### config.mk
export PLATFORM = sky130hd
export DESIGN_NAME = pwm_fault_override_ctrl
export DESIGN_NICKNAME = d
export VERILOG_FILES = /design/src/common/fault_ovr_pkg.sv /design/src/hw/unlock_seq.sv /design/src/hw/pwm_fault_override_ctrl.sv
export SDC_FILE = /design/constraint.sdc
export NUM_CORES = 1
export LEC_CHECK = 0
export CAP_MARGIN = 20
export CORE_MARGIN = 8
export CORE_UTILIZATION = 35
export CTS_BUF_LIST = sky130_fd_sc_hd__clkbuf_4 sky130_fd_sc_hd__clkbuf_8
export CTS_CLUSTER_DIAMETER = 40
export DETAILED_ROUTE_END_ITERATION = 12
export DONT_BUFFER_PORTS = 1
export PLACE_DENSITY = 0.46
export SLEW_MARGIN = 20
export SYNTH_ARGS = -nofsm -noshare
export SYNTH_HDL_FRONTEND = slang
export SYNTH_HIERARCHICAL = 1
export SYNTH_SLANG_ARGS = --single-unit
### constraint.sdc
create_clock -name sys_clk -period 4.9 [get_ports sys_clk]
set_clock_uncertainty 0.1 [all_clocks]
set_input_delay 1.225 -clock sys_clk [delete_from_list [all_inputs] [get_ports sys_clk]]
set_output_delay 1.225 -clock sys_clk [all_outputs]
set_load 0.05 [all_outputs]
### src/common/fault_ovr_pkg.sv
package fault_ovr_pkg;
   // register indices on the plain register port
   localparam logic [3:0] FAULT_CTRL_ADDR   = 4'h0; // polarity, mode, override values
   localparam logic [3:0] OUT_CTRL_ADDR     = 4'h1; // output control register
   localparam logic [3:0] LOCK_KEY_ADDR     = 4'h2; // unlock sequence key writes
   localparam logic [3:0] STATUS_ADDR       = 4'h3; // fault state, sticky events
   localparam logic [3:0] IRQ_MASK_ADDR     = 4'h4;
   localparam logic [3:0] CLEAR_ADDR        = 4'h5; // write 1 to bit 0 releases latch
   // fault control field positions
   localparam int POL_BIT      = 2;
   localparam int MODE_LSB     = 0;
   localparam int OVR_HI_BIT   = 4;
   localparam int OVR_LO_BIT   = 5;
   // fault mode encodings
   localparam logic [1:0] MODE_LATCHED  = 2'h0;
   localparam logic [1:0] MODE_CYCLE    = 2'h1;
   localparam logic [1:0] MODE_RESERVED = 2'h2;
   localparam logic [1:0] MODE_DISABLED = 2'h3;
   // reset values
   localparam logic [15:0] FAULT_CTRL_RST = 16'h0003;
   localparam logic [15:0] OUT_CTRL_RST   = 16'h0000;
   localparam logic [1:0]  IRQ_MASK_RST   = 2'h0;
   // unlock keys, written back to back
   localparam logic [15:0] UNLOCK_KEY1    = 16'habcd;
   localparam logic [15:0] UNLOCK_KEY2    = 16'h4321;
   // status bits
   localparam int ST_FORCED    = 0;
   localparam int ST_LATCHED   = 1;
   localparam int EV_FAULT     = 2;
   localparam int EV_LOCKREJ   = 3;
endpackage

### src/hw/unlock_seq.sv
`timescale 1ns/1ps
// two-key unlock: key1 then key2 on consecutive key writes opens one write window
module unlock_seq
   import fault_ovr_pkg::*;
(
   input  wire logic        sys_clk,
   input  wire logic        rst,
   input  wire logic        key_wr,
   input  wire logic [15:0] key_data,
   input  wire logic        consume,
   output logic             unlocked
);
   typedef enum logic [1:0] {IDLE, GOT_KEY1, OPEN} lock_state_type;
   lock_state_type state_q;

   // any other key write aborts the sequence; window closes after one protected write
   always_ff @(posedge sys_clk) begin
      if (rst) begin
         state_q <= IDLE;
      end else begin
         case (state_q)
            IDLE:     if (key_wr && key_data == UNLOCK_KEY1) state_q <= GOT_KEY1;
            GOT_KEY1: if (key_wr) state_q <= (key_data == UNLOCK_KEY2) ? OPEN : IDLE;
            OPEN:     if (consume) state_q <= IDLE;
            default:  state_q <= IDLE;
         endcase
      end
   end
   assign unlocked = (state_q == OPEN);
endmodule

### src/hw/pwm_fault_override_ctrl.sv
`timescale 1ns/1ps
// Notes on behaviour
// - polarity bit 1 means fault asserted low; 0 means asserted high.
// - mode 11 ignores fault input; mode 10 reserved, treated as ignored here.
// - mode 01 forces both outputs to override values only while fault present.
// - mode 00 forces both outputs and latches the forced state.
// - with write lock set, output control writes need the unlock sequence first.
module pwm_fault_override_ctrl
   import fault_ovr_pkg::*;
(
   input  wire logic        sys_clk,
   input  wire logic        rst,
   input  wire logic [3:0]  addr,
   input  wire logic [15:0] wdata,
   input  wire logic        wr_en,
   input  wire logic        rd_en,
   output logic [15:0]      rdata,
   input  wire logic        fault_in,
   input  wire logic        output_ctrl_write_lock,
   input  wire logic        pwm_timebase_on,
   input  wire logic        pwm_high_in,
   input  wire logic        pwm_low_in,
   output logic             pwm_high_side_out,
   output logic             pwm_low_side_out,
   output logic [15:0]      output_ctrl_reg,
   output logic             irq
);
   logic [15:0] fault_ctrl_q;
   logic [1:0]  irq_mask_q;
   logic [1:0]  events_q;       // sticky: [0] fault seen, [1] locked write refused
   logic        latched_q;
   logic [15:0] out_ctrl_q;
   logic        fault_active;
   logic        forced;
   logic        fault_polarity_sel;
   logic [1:0]  fault_mode_sel;
   logic [1:0]  fault_override_values;
   logic        unlocked;
   logic        oc_write;
   logic        oc_accept;
   logic        oc_refuse;
   logic        clear_wr;
   logic        status_rd;

   assign fault_polarity_sel    = fault_ctrl_q[POL_BIT];
   assign fault_mode_sel        = fault_ctrl_q[MODE_LSB +: 2];
   assign fault_override_values = {fault_ctrl_q[OVR_LO_BIT], fault_ctrl_q[OVR_HI_BIT]};
   assign clear_wr  = wr_en && addr == CLEAR_ADDR && wdata[0];
   assign status_rd = rd_en && addr == STATUS_ADDR;

   ////////////////////////////////////////////////////////////////////////////
   // fault qualification
   // polarity applied
   // disabled or reserved mode ignores input
   always_comb begin
      fault_active = (fault_in ^ fault_polarity_sel)
                   && (fault_mode_sel != MODE_DISABLED)
                   && (fault_mode_sel != MODE_RESERVED);
   end

   // latch held until clear or until the mode leaves latched; a fault in the clear cycle keeps it set
   always_ff @(posedge sys_clk) begin
      if (rst) begin
         latched_q <= 1'b0;
      end else if (fault_active && fault_mode_sel == MODE_LATCHED) begin
         latched_q <= 1'b1;
      end else if (clear_wr || fault_mode_sel != MODE_LATCHED) begin
         latched_q <= 1'b0;
      end
   end

   // latched mode forces from the fault cycle onward
   // the latch only counts in latched mode: leaving that mode must not keep the
   // pins forced for the one cycle that the latch takes to drop
   assign forced = fault_active || (latched_q && fault_mode_sel == MODE_LATCHED);

   // data outputs registered; one cycle from fault to forced pins
   always_ff @(posedge sys_clk) begin
      if (rst) begin
         pwm_high_side_out <= 1'b0;
         pwm_low_side_out  <= 1'b0;
      end else begin
         pwm_high_side_out <= forced ? fault_override_values[0] : pwm_high_in;
         pwm_low_side_out  <= forced ? fault_override_values[1] : pwm_low_in;
      end
   end

   ////////////////////////////////////////////////////////////////////////////
   // output control register with write lock
   assign oc_write  = wr_en && addr == OUT_CTRL_ADDR;
   assign oc_accept = oc_write && (!output_ctrl_write_lock || unlocked);
   assign oc_refuse = oc_write && !oc_accept;

   // any output control write closes an open window, so one unlock buys one write
   unlock_seq u_unlock (
      .sys_clk  (sys_clk),
      .rst      (rst),
      .key_wr   (wr_en && addr == LOCK_KEY_ADDR),
      .key_data (wdata),
      .consume  (oc_write),
      .unlocked (unlocked)
   );

   // output control register; refused writes leave it untouched
   always_ff @(posedge sys_clk) begin
      if (rst) begin
         out_ctrl_q <= OUT_CTRL_RST;
      end else if (oc_accept) begin
         out_ctrl_q <= wdata;
      end
   end
   assign output_ctrl_reg = out_ctrl_q;

   // fault control register; is software's duty, the write is not blocked
   always_ff @(posedge sys_clk) begin
      if (rst) begin
         fault_ctrl_q <= FAULT_CTRL_RST;
      end else if (wr_en && addr == FAULT_CTRL_ADDR) begin
         // bits 15:6 are not stored, so they always read back zero
         fault_ctrl_q <= {10'h0, wdata[5:0]};
      end
   end

   // interrupt mask, same layout as the sticky event bits
   always_ff @(posedge sys_clk) begin
      if (rst) begin
         irq_mask_q <= IRQ_MASK_RST;
      end else if (wr_en && addr == IRQ_MASK_ADDR) begin
         irq_mask_q <= wdata[1:0];
      end
   end

   ////////////////////////////////////////////////////////////////////////////
   // sticky events: set wins over the read-clear
   always_ff @(posedge sys_clk) begin
      if (rst) begin
         events_q <= 2'h0;
      end else begin
         events_q[0] <= fault_active || (events_q[0] && !status_rd);
         events_q[1] <= oc_refuse || (events_q[1] && !status_rd);
      end
   end
   assign irq = |(events_q & irq_mask_q);

   // read data one cycle after strobe; unmapped reads zero
   always_ff @(posedge sys_clk) begin
      if (rst) begin
         rdata <= 16'h0000;
      end else if (rd_en) begin
         case (addr)
            FAULT_CTRL_ADDR: rdata <= fault_ctrl_q;
            OUT_CTRL_ADDR:   rdata <= out_ctrl_q;
            STATUS_ADDR:     rdata <= {11'h0, pwm_timebase_on, events_q, latched_q, forced};
            IRQ_MASK_ADDR:   rdata <= {14'h0, irq_mask_q};
            default:         rdata <= 16'h0000;
         endcase
      end else begin
         rdata <= 16'h0000;
      end
   end

   ////////////////////////////////////////////////////////////////////////////
   // assertions
   a_polarity_fault: assert property (@(posedge sys_clk) disable iff (rst)
      (fault_mode_sel == MODE_CYCLE && (fault_in ^ fault_polarity_sel))
      |=> pwm_high_side_out == $past(fault_override_values[0]))
      else $error("cycle fault did not force high side");
   a_disabled_ignore: assert property (@(posedge sys_clk) disable iff (rst)
      (fault_mode_sel == MODE_DISABLED) |-> !forced)
      else $error("disabled mode forced outputs");
   a_cycle_release: assert property (@(posedge sys_clk) disable iff (rst)
      (fault_mode_sel == MODE_CYCLE && !fault_active) |=> pwm_low_side_out == $past(pwm_low_in))
      else $error("cycle mode did not release");
   a_latch_set: assert property (@(posedge sys_clk) disable iff (rst)
      (fault_active && fault_mode_sel == MODE_LATCHED) |=> latched_q)
      else $error("latched fault not held");
   a_lock_block: assert property (@(posedge sys_clk) disable iff (rst)
      (oc_write && output_ctrl_write_lock && !unlocked) |=> $stable(out_ctrl_q))
      else $error("locked output control was written");
   a_latch_hold: assert property (@(posedge sys_clk) disable iff (rst)
      (latched_q && !clear_wr && fault_mode_sel == MODE_LATCHED) |=> latched_q)
      else $error("latch released without clear");
   a_irq_level: assert property (@(posedge sys_clk) disable iff (rst)
      (events_q[0] && irq_mask_q[0]) |-> irq)
      else $error("masked-in event without irq");
   a_read_clear: assert property (@(posedge sys_clk) disable iff (rst)
      (status_rd && !fault_active) |=> !events_q[0])
      else $error("status read did not clear fault event");
   c_latched_fault: cover property (@(posedge sys_clk) disable iff (rst) latched_q ##1 clear_wr);
   c_cycle_fault: cover property (@(posedge sys_clk) disable iff (rst)
      fault_mode_sel == MODE_CYCLE && fault_active ##1 !fault_active);
   c_unlocked_wr: cover property (@(posedge sys_clk) disable iff (rst)
      oc_accept && output_ctrl_write_lock);
   c_refused_wr: cover property (@(posedge sys_clk) disable iff (rst) oc_refuse);

   ////////////////////////////////////////////////////////////////////////////
   // pin path (one registered stage between forcing decision and pins), reserved mode and latch clear
   a_forced_high: assert property (@(posedge sys_clk) disable iff (rst)
      forced |=> pwm_high_side_out == $past(fault_override_values[0]))
      else $error("forced high side not at override value");
   a_forced_low: assert property (@(posedge sys_clk) disable iff (rst)
      forced |=> pwm_low_side_out == $past(fault_override_values[1]))
      else $error("forced low side not at override value");
   a_free_high: assert property (@(posedge sys_clk) disable iff (rst)
      !forced |=> pwm_high_side_out == $past(pwm_high_in))
      else $error("unforced high side not following generator");
   a_reserved_ignore: assert property (@(posedge sys_clk) disable iff (rst)
      (fault_mode_sel == MODE_RESERVED) |-> !fault_active)
      else $error("reserved mode took the fault input");
   a_latch_clear: assert property (@(posedge sys_clk) disable iff (rst)
      (clear_wr && !fault_active && fault_mode_sel == MODE_LATCHED) |=> !latched_q)
      else $error("clear write did not release latch");

   // lock, events and read port
   a_window_close: assert property (@(posedge sys_clk) disable iff (rst)
      (oc_write && unlocked) |=> !unlocked)
      else $error("unlock window still open after a write");
   a_refused_event: assert property (@(posedge sys_clk) disable iff (rst)
      oc_refuse |=> events_q[1])
      else $error("refused write did not set its event");
   a_irq_refused: assert property (@(posedge sys_clk) disable iff (rst)
      (events_q[1] && irq_mask_q[1]) |-> irq)
      else $error("masked-in refusal without irq");
   a_rdata_idle: assert property (@(posedge sys_clk) disable iff (rst)
      !rd_en |=> rdata == 16'h0000)
      else $error("read data not zero outside read cycle");
endmodule

Yosys cells after proc, flatten, opt, wreduce, memory -nomap -nowiden
Index checks and enable logic that the tools add are counted.
{"block": "totals", "reg_bits": 47, "out_inout_bits": 35, "in_bits": 29}
{"block": "op_classes", "muxes": 10, "bitwise": 3, "eq_ne": 14, "n_reduce_logical": 32}
{"operator": "16-bit one-hot mux with 4 select lines", "n": 1}
{"operator": "16-bit by 15-bit equality test with 1-bit output, second input constant", "n": 1}
{"operator": "16-bit equality test, second input constant", "n": 1}
{"operator": "1-bit logical AND", "n": 16}
{"operator": "4-bit by 2-bit equality test with 1-bit output, second input constant", "n": 2}
{"operator": "4-bit by 3-bit equality test with 1-bit output, second input constant", "n": 2}
{"operator": "2-bit 2-to-1 mux", "n": 4}
{"operator": "2-bit by 1-bit inequality test with 1-bit output, second input constant", "n": 3}
{"operator": "2-bit one-hot mux with 3 select lines", "n": 1}
{"operator": "1-bit logical OR", "n": 5}
{"operator": "4-bit by 1-bit equality test with 1-bit output, second input constant", "n": 1}
{"operator": "2-bit logical NOT", "n": 2}
{"operator": "4-bit logical NOT", "n": 1}
{"operator": "1-bit 2-to-1 mux", "n": 4}
{"operator": "2-bit inequality test, second input constant", "n": 2}
{"operator": "2-bit nonzero test", "n": 2}
{"operator": "2-bit OR reduction", "n": 2}
{"operator": "1-bit logical NOT", "n": 3}
{"operator": "3-bit AND reduction", "n": 1}
{"operator": "2-bit AND", "n": 1}
{"operator": "2-bit by 1-bit equality test with 1-bit output, second input constant", "n": 1}
{"operator": "2-bit equality test, second input constant", "n": 1}
{"operator": "1-bit inverter", "n": 1}
{"operator": "1-bit bitwise XOR", "n": 1}

Longest topological paths before layout
Gate-level depths: netlist (run 1).
{"block": "depth", "ltp_word": 6, "mapped_depth": 7, "mapped_depth_nobuf": 6}

Hierarchy
The synthesis (run 1) kept the hierarchy.
{"mod": "pwm_fault_override_ctrl", "cells_per_inst": 200, "n_inst": 1, "area_each_um2": 1974.4, "seq_area_each_um2": 900.9}
{"mod": "unlock_seq", "cells_per_inst": 20, "n_inst": 1, "area_each_um2": 193.9, "seq_area_each_um2": 40.0}

Least setup slack after synthesis (run 1)
No wires, ideal clock.
{"block": "synth_timing", "path_type": "input port to flip-flop", "startpoint": "input port addr[2]", "endpoint": "register u_unlock.state_q[0]", "path_stages": 7, "slack_ns": 1.778, "t_arrival_ns": 2.918, "path_cell_list": "clkbuf_1 > or3b_2 > nor2_1 > nand4b_1 > nor4_1 > a221oi_1 > a2111oi_2"}
{"block": "synth_between", "elab_chain_cells": 5, "word_cells_on_any_way": 9, "classes_between": "5 x eq/ne; 4 x reduce/logical"}
{"item": "start: declaration", "line": "pwm_fault_override_ctrl.sv:13", "rtl": "input wire logic [3:0] addr,"}
{"item": "4-bit by 2-bit equality test with 1-bit output", "line": "pwm_fault_override_ctrl.sv:98", "rtl": ".key_wr (wr_en && addr == LOCK_KEY_ADDR),"}
{"item": "1-bit logical AND", "line": "pwm_fault_override_ctrl.sv:98"}
{"item": "1-bit logical AND", "line": "unlock_seq.sv:22", "rtl": "IDLE: if (key_wr && key_data == UNLOCK_KEY1) state_q <= GOT_KEY1;"}
{"item": "2-bit by 1-bit inequality test with 1-bit output (no line)"}
{"item": "3-bit AND reduction (no line) *"}
{"item": "end signal: assignment", "line": "unlock_seq.sv:23", "rtl": "GOT_KEY1: if (key_wr) state_q <= (key_data == UNLOCK_KEY2) ? OPEN : IDLE;"}
{"item": "end: declaration", "line": "unlock_seq.sv:14", "rtl": "lock_state_type state_q;"}
Mark *: on every way between the ends. The rest lies on a longest branch, timed or not.
A chain may end at the register's enable or synchronous reset.

Final worst setup path (run 1)
{"block": "layout_timing", "startpoint": "input port addr[1]", "endpoint": "register u_unlock.state_q[0]"}
{"block": "layout_between", "word_cells_on_any_way": 9, "classes_between": "5 x eq/ne; 4 x reduce/logical"}
{"item": "4-bit by 1-bit equality test with 1-bit output", "line": "pwm_fault_override_ctrl.sv:90", "rtl": "assign oc_write = wr_en && addr == OUT_CTRL_ADDR;"}
{"item": "1-bit logical AND", "line": "pwm_fault_override_ctrl.sv:90"}
{"item": "net oc_write", "line": "pwm_fault_override_ctrl.sv:39", "rtl": "logic oc_write;"}
{"item": "2-bit by 1-bit inequality test with 1-bit output (no line)"}
{"item": "3-bit AND reduction (no line)"}
The timed path passes the listed nets, and every way through them passes these cells.

==> impl_metrics.json, run 1 <==
{
  "antenna_found_initial": 0,
  "synth_cell_type_count": 44,
  "hold_slack_ps": 392,
  "final_common_cell": "dfxtp_1",
  "clock-sinks": 47,
  "hold_buffers": 0,
  "period_needed_ps": 2840,
  "die_w_um": 94.7,
  "grt_max_degree": 53,
  "outcome": "complete, no violations",
  "setup_slack_ps": 2060,
  "total_power_mw": 0.655,
  "syn_nets": 249,
  "grt_usage_pct": 12.9,
  "crit_type": "in -> reg",
  "startpoint_type": "input port",
  "setup_viol": 0,
  "area.sequential_um2": 941,
  "drcViolationCount": 0,
  "cts_tree": "built",
  "p_leak_nw": 0.733,
  "syn_inst": 220,
  "max_freq_ghz": 0.353,
  "worstHoldPathType": "reg -> reg",
  "cts_max_level": 2,
  "die_y_um": 94.7,
  "grt-ovfl-total": 0,
  "slowest_stage": "nor4b_1",
  "avgSynthCellArea_um2": 9.86,
  "max_stage_delay_ps": 1000,
  "tns_ps": 0,
  "final_core_util_pct": 38.6,
  "max_slew.worst_pin.slew_ps": 1210,
  "core_um2": 5960,
  "required_ps": 5010,
  "drv_cap": 0,
  "cts_inserted_buffers": 5,
  "synth_area_um2": 2170,
  "hold_viol_final": 0,
  "crit_chain": "nor4b_1 > and2_1 > a221oi_1 > a2111oi_2",
  "dpl-instance-area_um2": 2200,
  "cts_buffer_depth": 2,
  "dr.pass1.iters": 4,
  "nFillCells": 635,
  "cp_max_fo": 16,
  "period_share_pct": 57.9,
  "grt_pass1_vias": 1636,
  "preCtsSetupSlack_ps": 1740,
  "vdd_drop_max_mv": 0.115,
  "pin_count": 64,
  "rows": 28,
  "clk_pin_slew_ps": 90,
  "stdcell_area_um2": 2300,
  "drv_slew": 0,
  "wl_um": 5810,
  "drtIter0Drc": 43,
  "worstPathArrival_ps": 2950,
  "gp_congestion": 0.898,
  "endpoint_kind": "flop",
  "rsz0062_at_grt": "no",
  "viasPerCell": 5.53,
  "vias": 1614,
  "fin_nets": 246,
  "grt_pass1_wl_um": 8890,
  "ant_nets": 0,
  "clk_latency_ps": 300,
  "cts_root_buffer": "clkbuf_8",
  "ys_ff_latch": 47,
  "drive_gt1_share_pct": 8.76,
  "p_per_area_nw_per_um2": 285,
  "post_cts_buffers": 0,
  "slew_headroom_pct": 18.4,
  "multiInputGateArea_um2": 1150,
  "numPlacedInstances": 284,
  "port_buffers": 0,
  "post_drt_wl_per_cell_um": 19.9,
  "yosysWarnings": 6,
  "hpwl_um": 4380,
  "die_area_um2": 8970,
  "final_cells": 292,
  "ctsResizeCount": 0,
  "mostFrequentLayoutCells": "47 x dfxtp_1, 39 x nand2b_1, 23 x mux2i_1",
  "synthToLayoutAreaGrowth_pct": 5.94,
  "seq_area_frac_synth_pct": 43.4,
  "start_util_pct": 36.4,
  "n_antenna_cell": 0
}
critical path: cells and delay by family:
| kind | cells | cell delay (ps) |
|---|---|---|
| AOI/OAI and AO/OA | 2 | 420 |
| and+or+nand+nor | 2 | 1310 |
final cells by class:
cell class | instances | share of cell area [%]
Clock inverter | 2 | 0.599
Tap cell | 75 | 4.08
Clock buffer | 5 | 3.00
Sequential cell | 47 | 41.0
Timing Repair Buffer | 1 | 0.654
Inverter | 3 | 0.490
Multi-Input combinational cell | 159 | 50.2
where the power goes:
group | internal, mW | switching [mW] | total (mW)
sequential | 0.385 | 0.00953 | 0.394
combinational | 0.0177 | 0.0144 | 0.0321
clock | 0.0978 | 0.131 | 0.229
worst paths after layout:
kind | from | endpoint | slack [ps] | cells after the start
min | fault_ctrl_q[4] | pwm_high_side_out | 390 | 2
min reg2reg | fault_ctrl_q[4] | pwm_high_side_out | 390 | 2
max | addr[1] | u_unlock/state_q[0] | 2060 | 4
max reg2reg | u_unlock/state_q[1] | output_ctrl_reg[4] | 2930 | 5
per-layer routing:
layer	wire [µm]	part of all wire (%)	global-route usage (%)
met5	0	0	0
met4	56	0.96	3.51
met3	571	9.8	5.32
met2	2730	47	21.3
met1	2450	42	15.1
cells in the mapped netlist (all sizes together):
library cell / number / area [µm²]
o41ai: 1 / 8.76
a211oi: 2 / 15.0
and3: 2 / 12.5
a22o: 1 / 8.76
or3b: 2 / 20.0
a221oi: 1 / 8.76
nand4: 1 / 6.26
inv: 3 / 11.3
and2: 11 / 68.8
o32a: 1 / 10.0
clkbuf: 8 / 30.0
nor3: 1 / 10.0
nand4bb: 1 / 11.3
o21ba: 1 / 10.0
xnor2: 1 / 8.76
o21a: 1 / 7.51
or4bb: 1 / 11.3
a2111oi: 2 / 23.8
a21oi: 13 / 65.1
o21ai: 10 / 50.1
dfxtp: 47 / 941
a21boi: 2 / 15.0
or2: 2 / 12.5
or4b: 1 / 13.8
nor2b: 2 / 12.5
o2bb2ai: 2 / 17.5
nor4: 2 / 27.5
buf: 3 / 38.8
a311o: 2 / 20.0
nand3: 5 / 25.0
nor3b: 4 / 40.0
nand2b: 39 / 244
nor4b: 5 / 43.8
nand2: 5 / 18.8
nand4b: 3 / 26.3
or3: 4 / 25.0
nor2: 5 / 18.8
mux2i: 23 / 230
cells by family (layout without fill, tap and decap cells):
logic type / count (synthesis) / count (layout) / synth area share (%)
buffers and inverters: 14 / 11 / 3.69
DFF: 47 / 47 / 43.4
xor gates and xnor gates: 1 / 1 / 0.404
and+or+nand+nor: 96 / 96 / 29.9
AOI/OAI and AO/OA: 39 / 39 / 12.0
muxes: 23 / 23 / 10.6
(Power assumes the default switching activity.)
==> run 2, diff against run 1 <==
Settings changed: PLACE_DENSITY 0.46 to 0.48.
Clock period 4.9 ns to 2.6 ns, I/O delays scaled along.
==> impl_metrics.json, run 2 (synthesis results as in run 1) <==
{
  "post_cts_buffers": 0,
  "crit_chain": "or3b_2 > nor2_1 > nand4b_1 > nor4_1 > a221oi_1 > a2111oi_2",
  "ctsResizeCount": 0,
  "post_drt_wl_per_cell_um": 20.0,
  "vdd_drop_max_mv": 0.228,
  "power.switching_mw": 0.299,
  "die_w_um": 94.7,
  "period_share_pct": 84.3,
  "max_slew.worst_pin.slew_ps": 596,
  "vias": 1630,
  "drv_slew": 0,
  "ant_nets": 0,
  "drcViolationCount": 0,
  "die_y_um": 94.7,
  "multiInputGateArea_um2": 1150,
  "viasPerCell": 5.51,
  "grt-ovfl-total": 0,
  "grt_max_degree": 53,
  "tns_ps": 0,
  "mostFrequentLayoutCells": "47 x dfxtp_1, 39 x nand2b_1, 23 x mux2i_1",
  "rsz0062_at_grt": "no",
  "pin_count": 64,
  "gp_congestion": 0.897,
  "fin_nets": 249,
  "hold_slack_ps": 320,
  "crit_type": "in -> reg",
  "drtIter0Drc": 105,
  "swShare_pct": 24.0,
  "die_area_um2": 8970,
  "hold_buffers": 0,
  "drive_gt1_share_pct": 10.4,
  "rows": 28,
  "p_seq_share_pct": 59.5,
  "period_needed_ps": 2190,
  "final_common_cell": "dfxtp_1",
  "slowest_stage": "or3b_2",
  "start_util_pct": 36.4,
  "p_per_area_nw_per_um2": 539,
  "p_clk_share_pct": 35.5,
  "nFillCells": 625,
  "grt_pass1_vias": 1569,
  "clock-sinks": 47,
  "stdcell_area_um2": 2320,
  "cts_tree": "built",
  "outcome": "complete, no violations",
  "clk_pin_slew_ps": 90,
  "area.sequential_um2": 941,
  "hold_viol_final": 0,
  "required_ps": 2700,
  "p_comb_share_pct": 5.0,
  "dr.pass1.iters": 4,
  "cts_inserted_buffers": 5,
  "worstPathArrival_ps": 2290,
  "grt_pass1_wl_um": 9180,
  "drv_cap": 0,
  "setup_viol": 0,
  "p_leak_nw": 0.752,
  "worstHoldPathType": "in -> reg",
  "path_buf_inv": 0,
  "endpoint_kind": "flop",
  "antenna_found_initial": 0,
  "cp_max_fo": 9,
  "max_freq_ghz": 0.456,
  "grt_usage_pct": 13.4,
  "crit_family": "simple AND/OR/NAND/NOR gates",
  "port_buffers": 0,
  "max_stage_delay_ps": 520,
  "p_int_mw": 0.949,
  "wl_um": 5910,
  "cts_buffer_depth": 2,
  "dpl-instance-area_um2": 2230,
  "startpoint_type": "input port",
  "n_antenna_cell": 0,
  "slew_headroom_pct": 60.2,
  "hpwl_um": 4410,
  "cts_root_buffer": "clkbuf_8",
  "cts_max_level": 2,
  "core_um2": 5960,
  "clk_latency_ps": 290,
  "synthToLayoutAreaGrowth_pct": 6.87
}
run 2: cell count changes in the layout (fill, tap and decap cells not counted), sizes merged:
cell / change
buf: +3
inv: +1
run 2: layout make-up:
cell class / instances / share of cell area (%)
Clock buffer: 5 / 2.97
Clock inverter: 3 / 0.810
Inverter: 3 / 0.486
Multi-Input combinational cell: 159 / 49.8
Sequential cell: 47 / 40.6
Tap cell: 75 / 4.05
Timing Repair Buffer: 4 / 1.30
run 2: path summary, 6_finish.rpt:
| kind | startpoint | to | slack, ps | cells past startpoint |
|---|---|---|---|---|
| min reg2reg | fault_ctrl_q[3] | fault_ctrl_q[3] | 390 | 2 |
| max reg2reg | u_unlock/state_q[1] | output_ctrl_reg[3] | 840 | 5 |
| min | rst | fault_ctrl_q[4] | 320 | 1 |
| max | addr[3] | u_unlock/state_q[0] | 410 | 6 |
run 2: per-layer routing:
| metal | routed length, µm | GRT usage (%) | vias to the layer above |
|---|---|---|---|
| met1 | 2480 | 16.9 | 779 |
| met5 | 0 | 0 | - |
| met2 | 2780 | 20.0 | 63 |
| met4 | 56 | 4.68 | 0 |
| met3 | 599 | 5.71 | 6 |
| li1 | - | - | 782 |
run 2: worst reg2reg max path: cells and delay by family, from the launching register on:
family	cells	cell delay, ps
buf+inv	1	330
flops	1	450
simple gates	3	590
mux	1	230
run 2: power by group through the flow:
| stage | clock, mW | combinational [mW] | sequential, mW |
|---|---|---|---|
| after floorplan | 0 | 0.0654 | 0.758 |
| after global placement | 0 | 0.0605 | 0.760 |
| after detailed placement | 0 | 0.0614 | 0.760 |
| after CTS | 0.460 | 0.0617 | 0.744 |
| after global routing | 0.492 | 0.0675 | 0.744 |
| final | 0.444 | 0.0618 | 0.743 |
run 2: per-stage QoR:
step	util [%]	total power, mW	cells	setup slack [ps]
global route	38.9	1.30	296	272
floorplan	-	0.824	220	53.5
CTS	38.9	1.26	296	433
finish	38.9	1.25	296	409
detailed placement	37.4	0.822	288	109
global placement	37.4	0.821	288	238
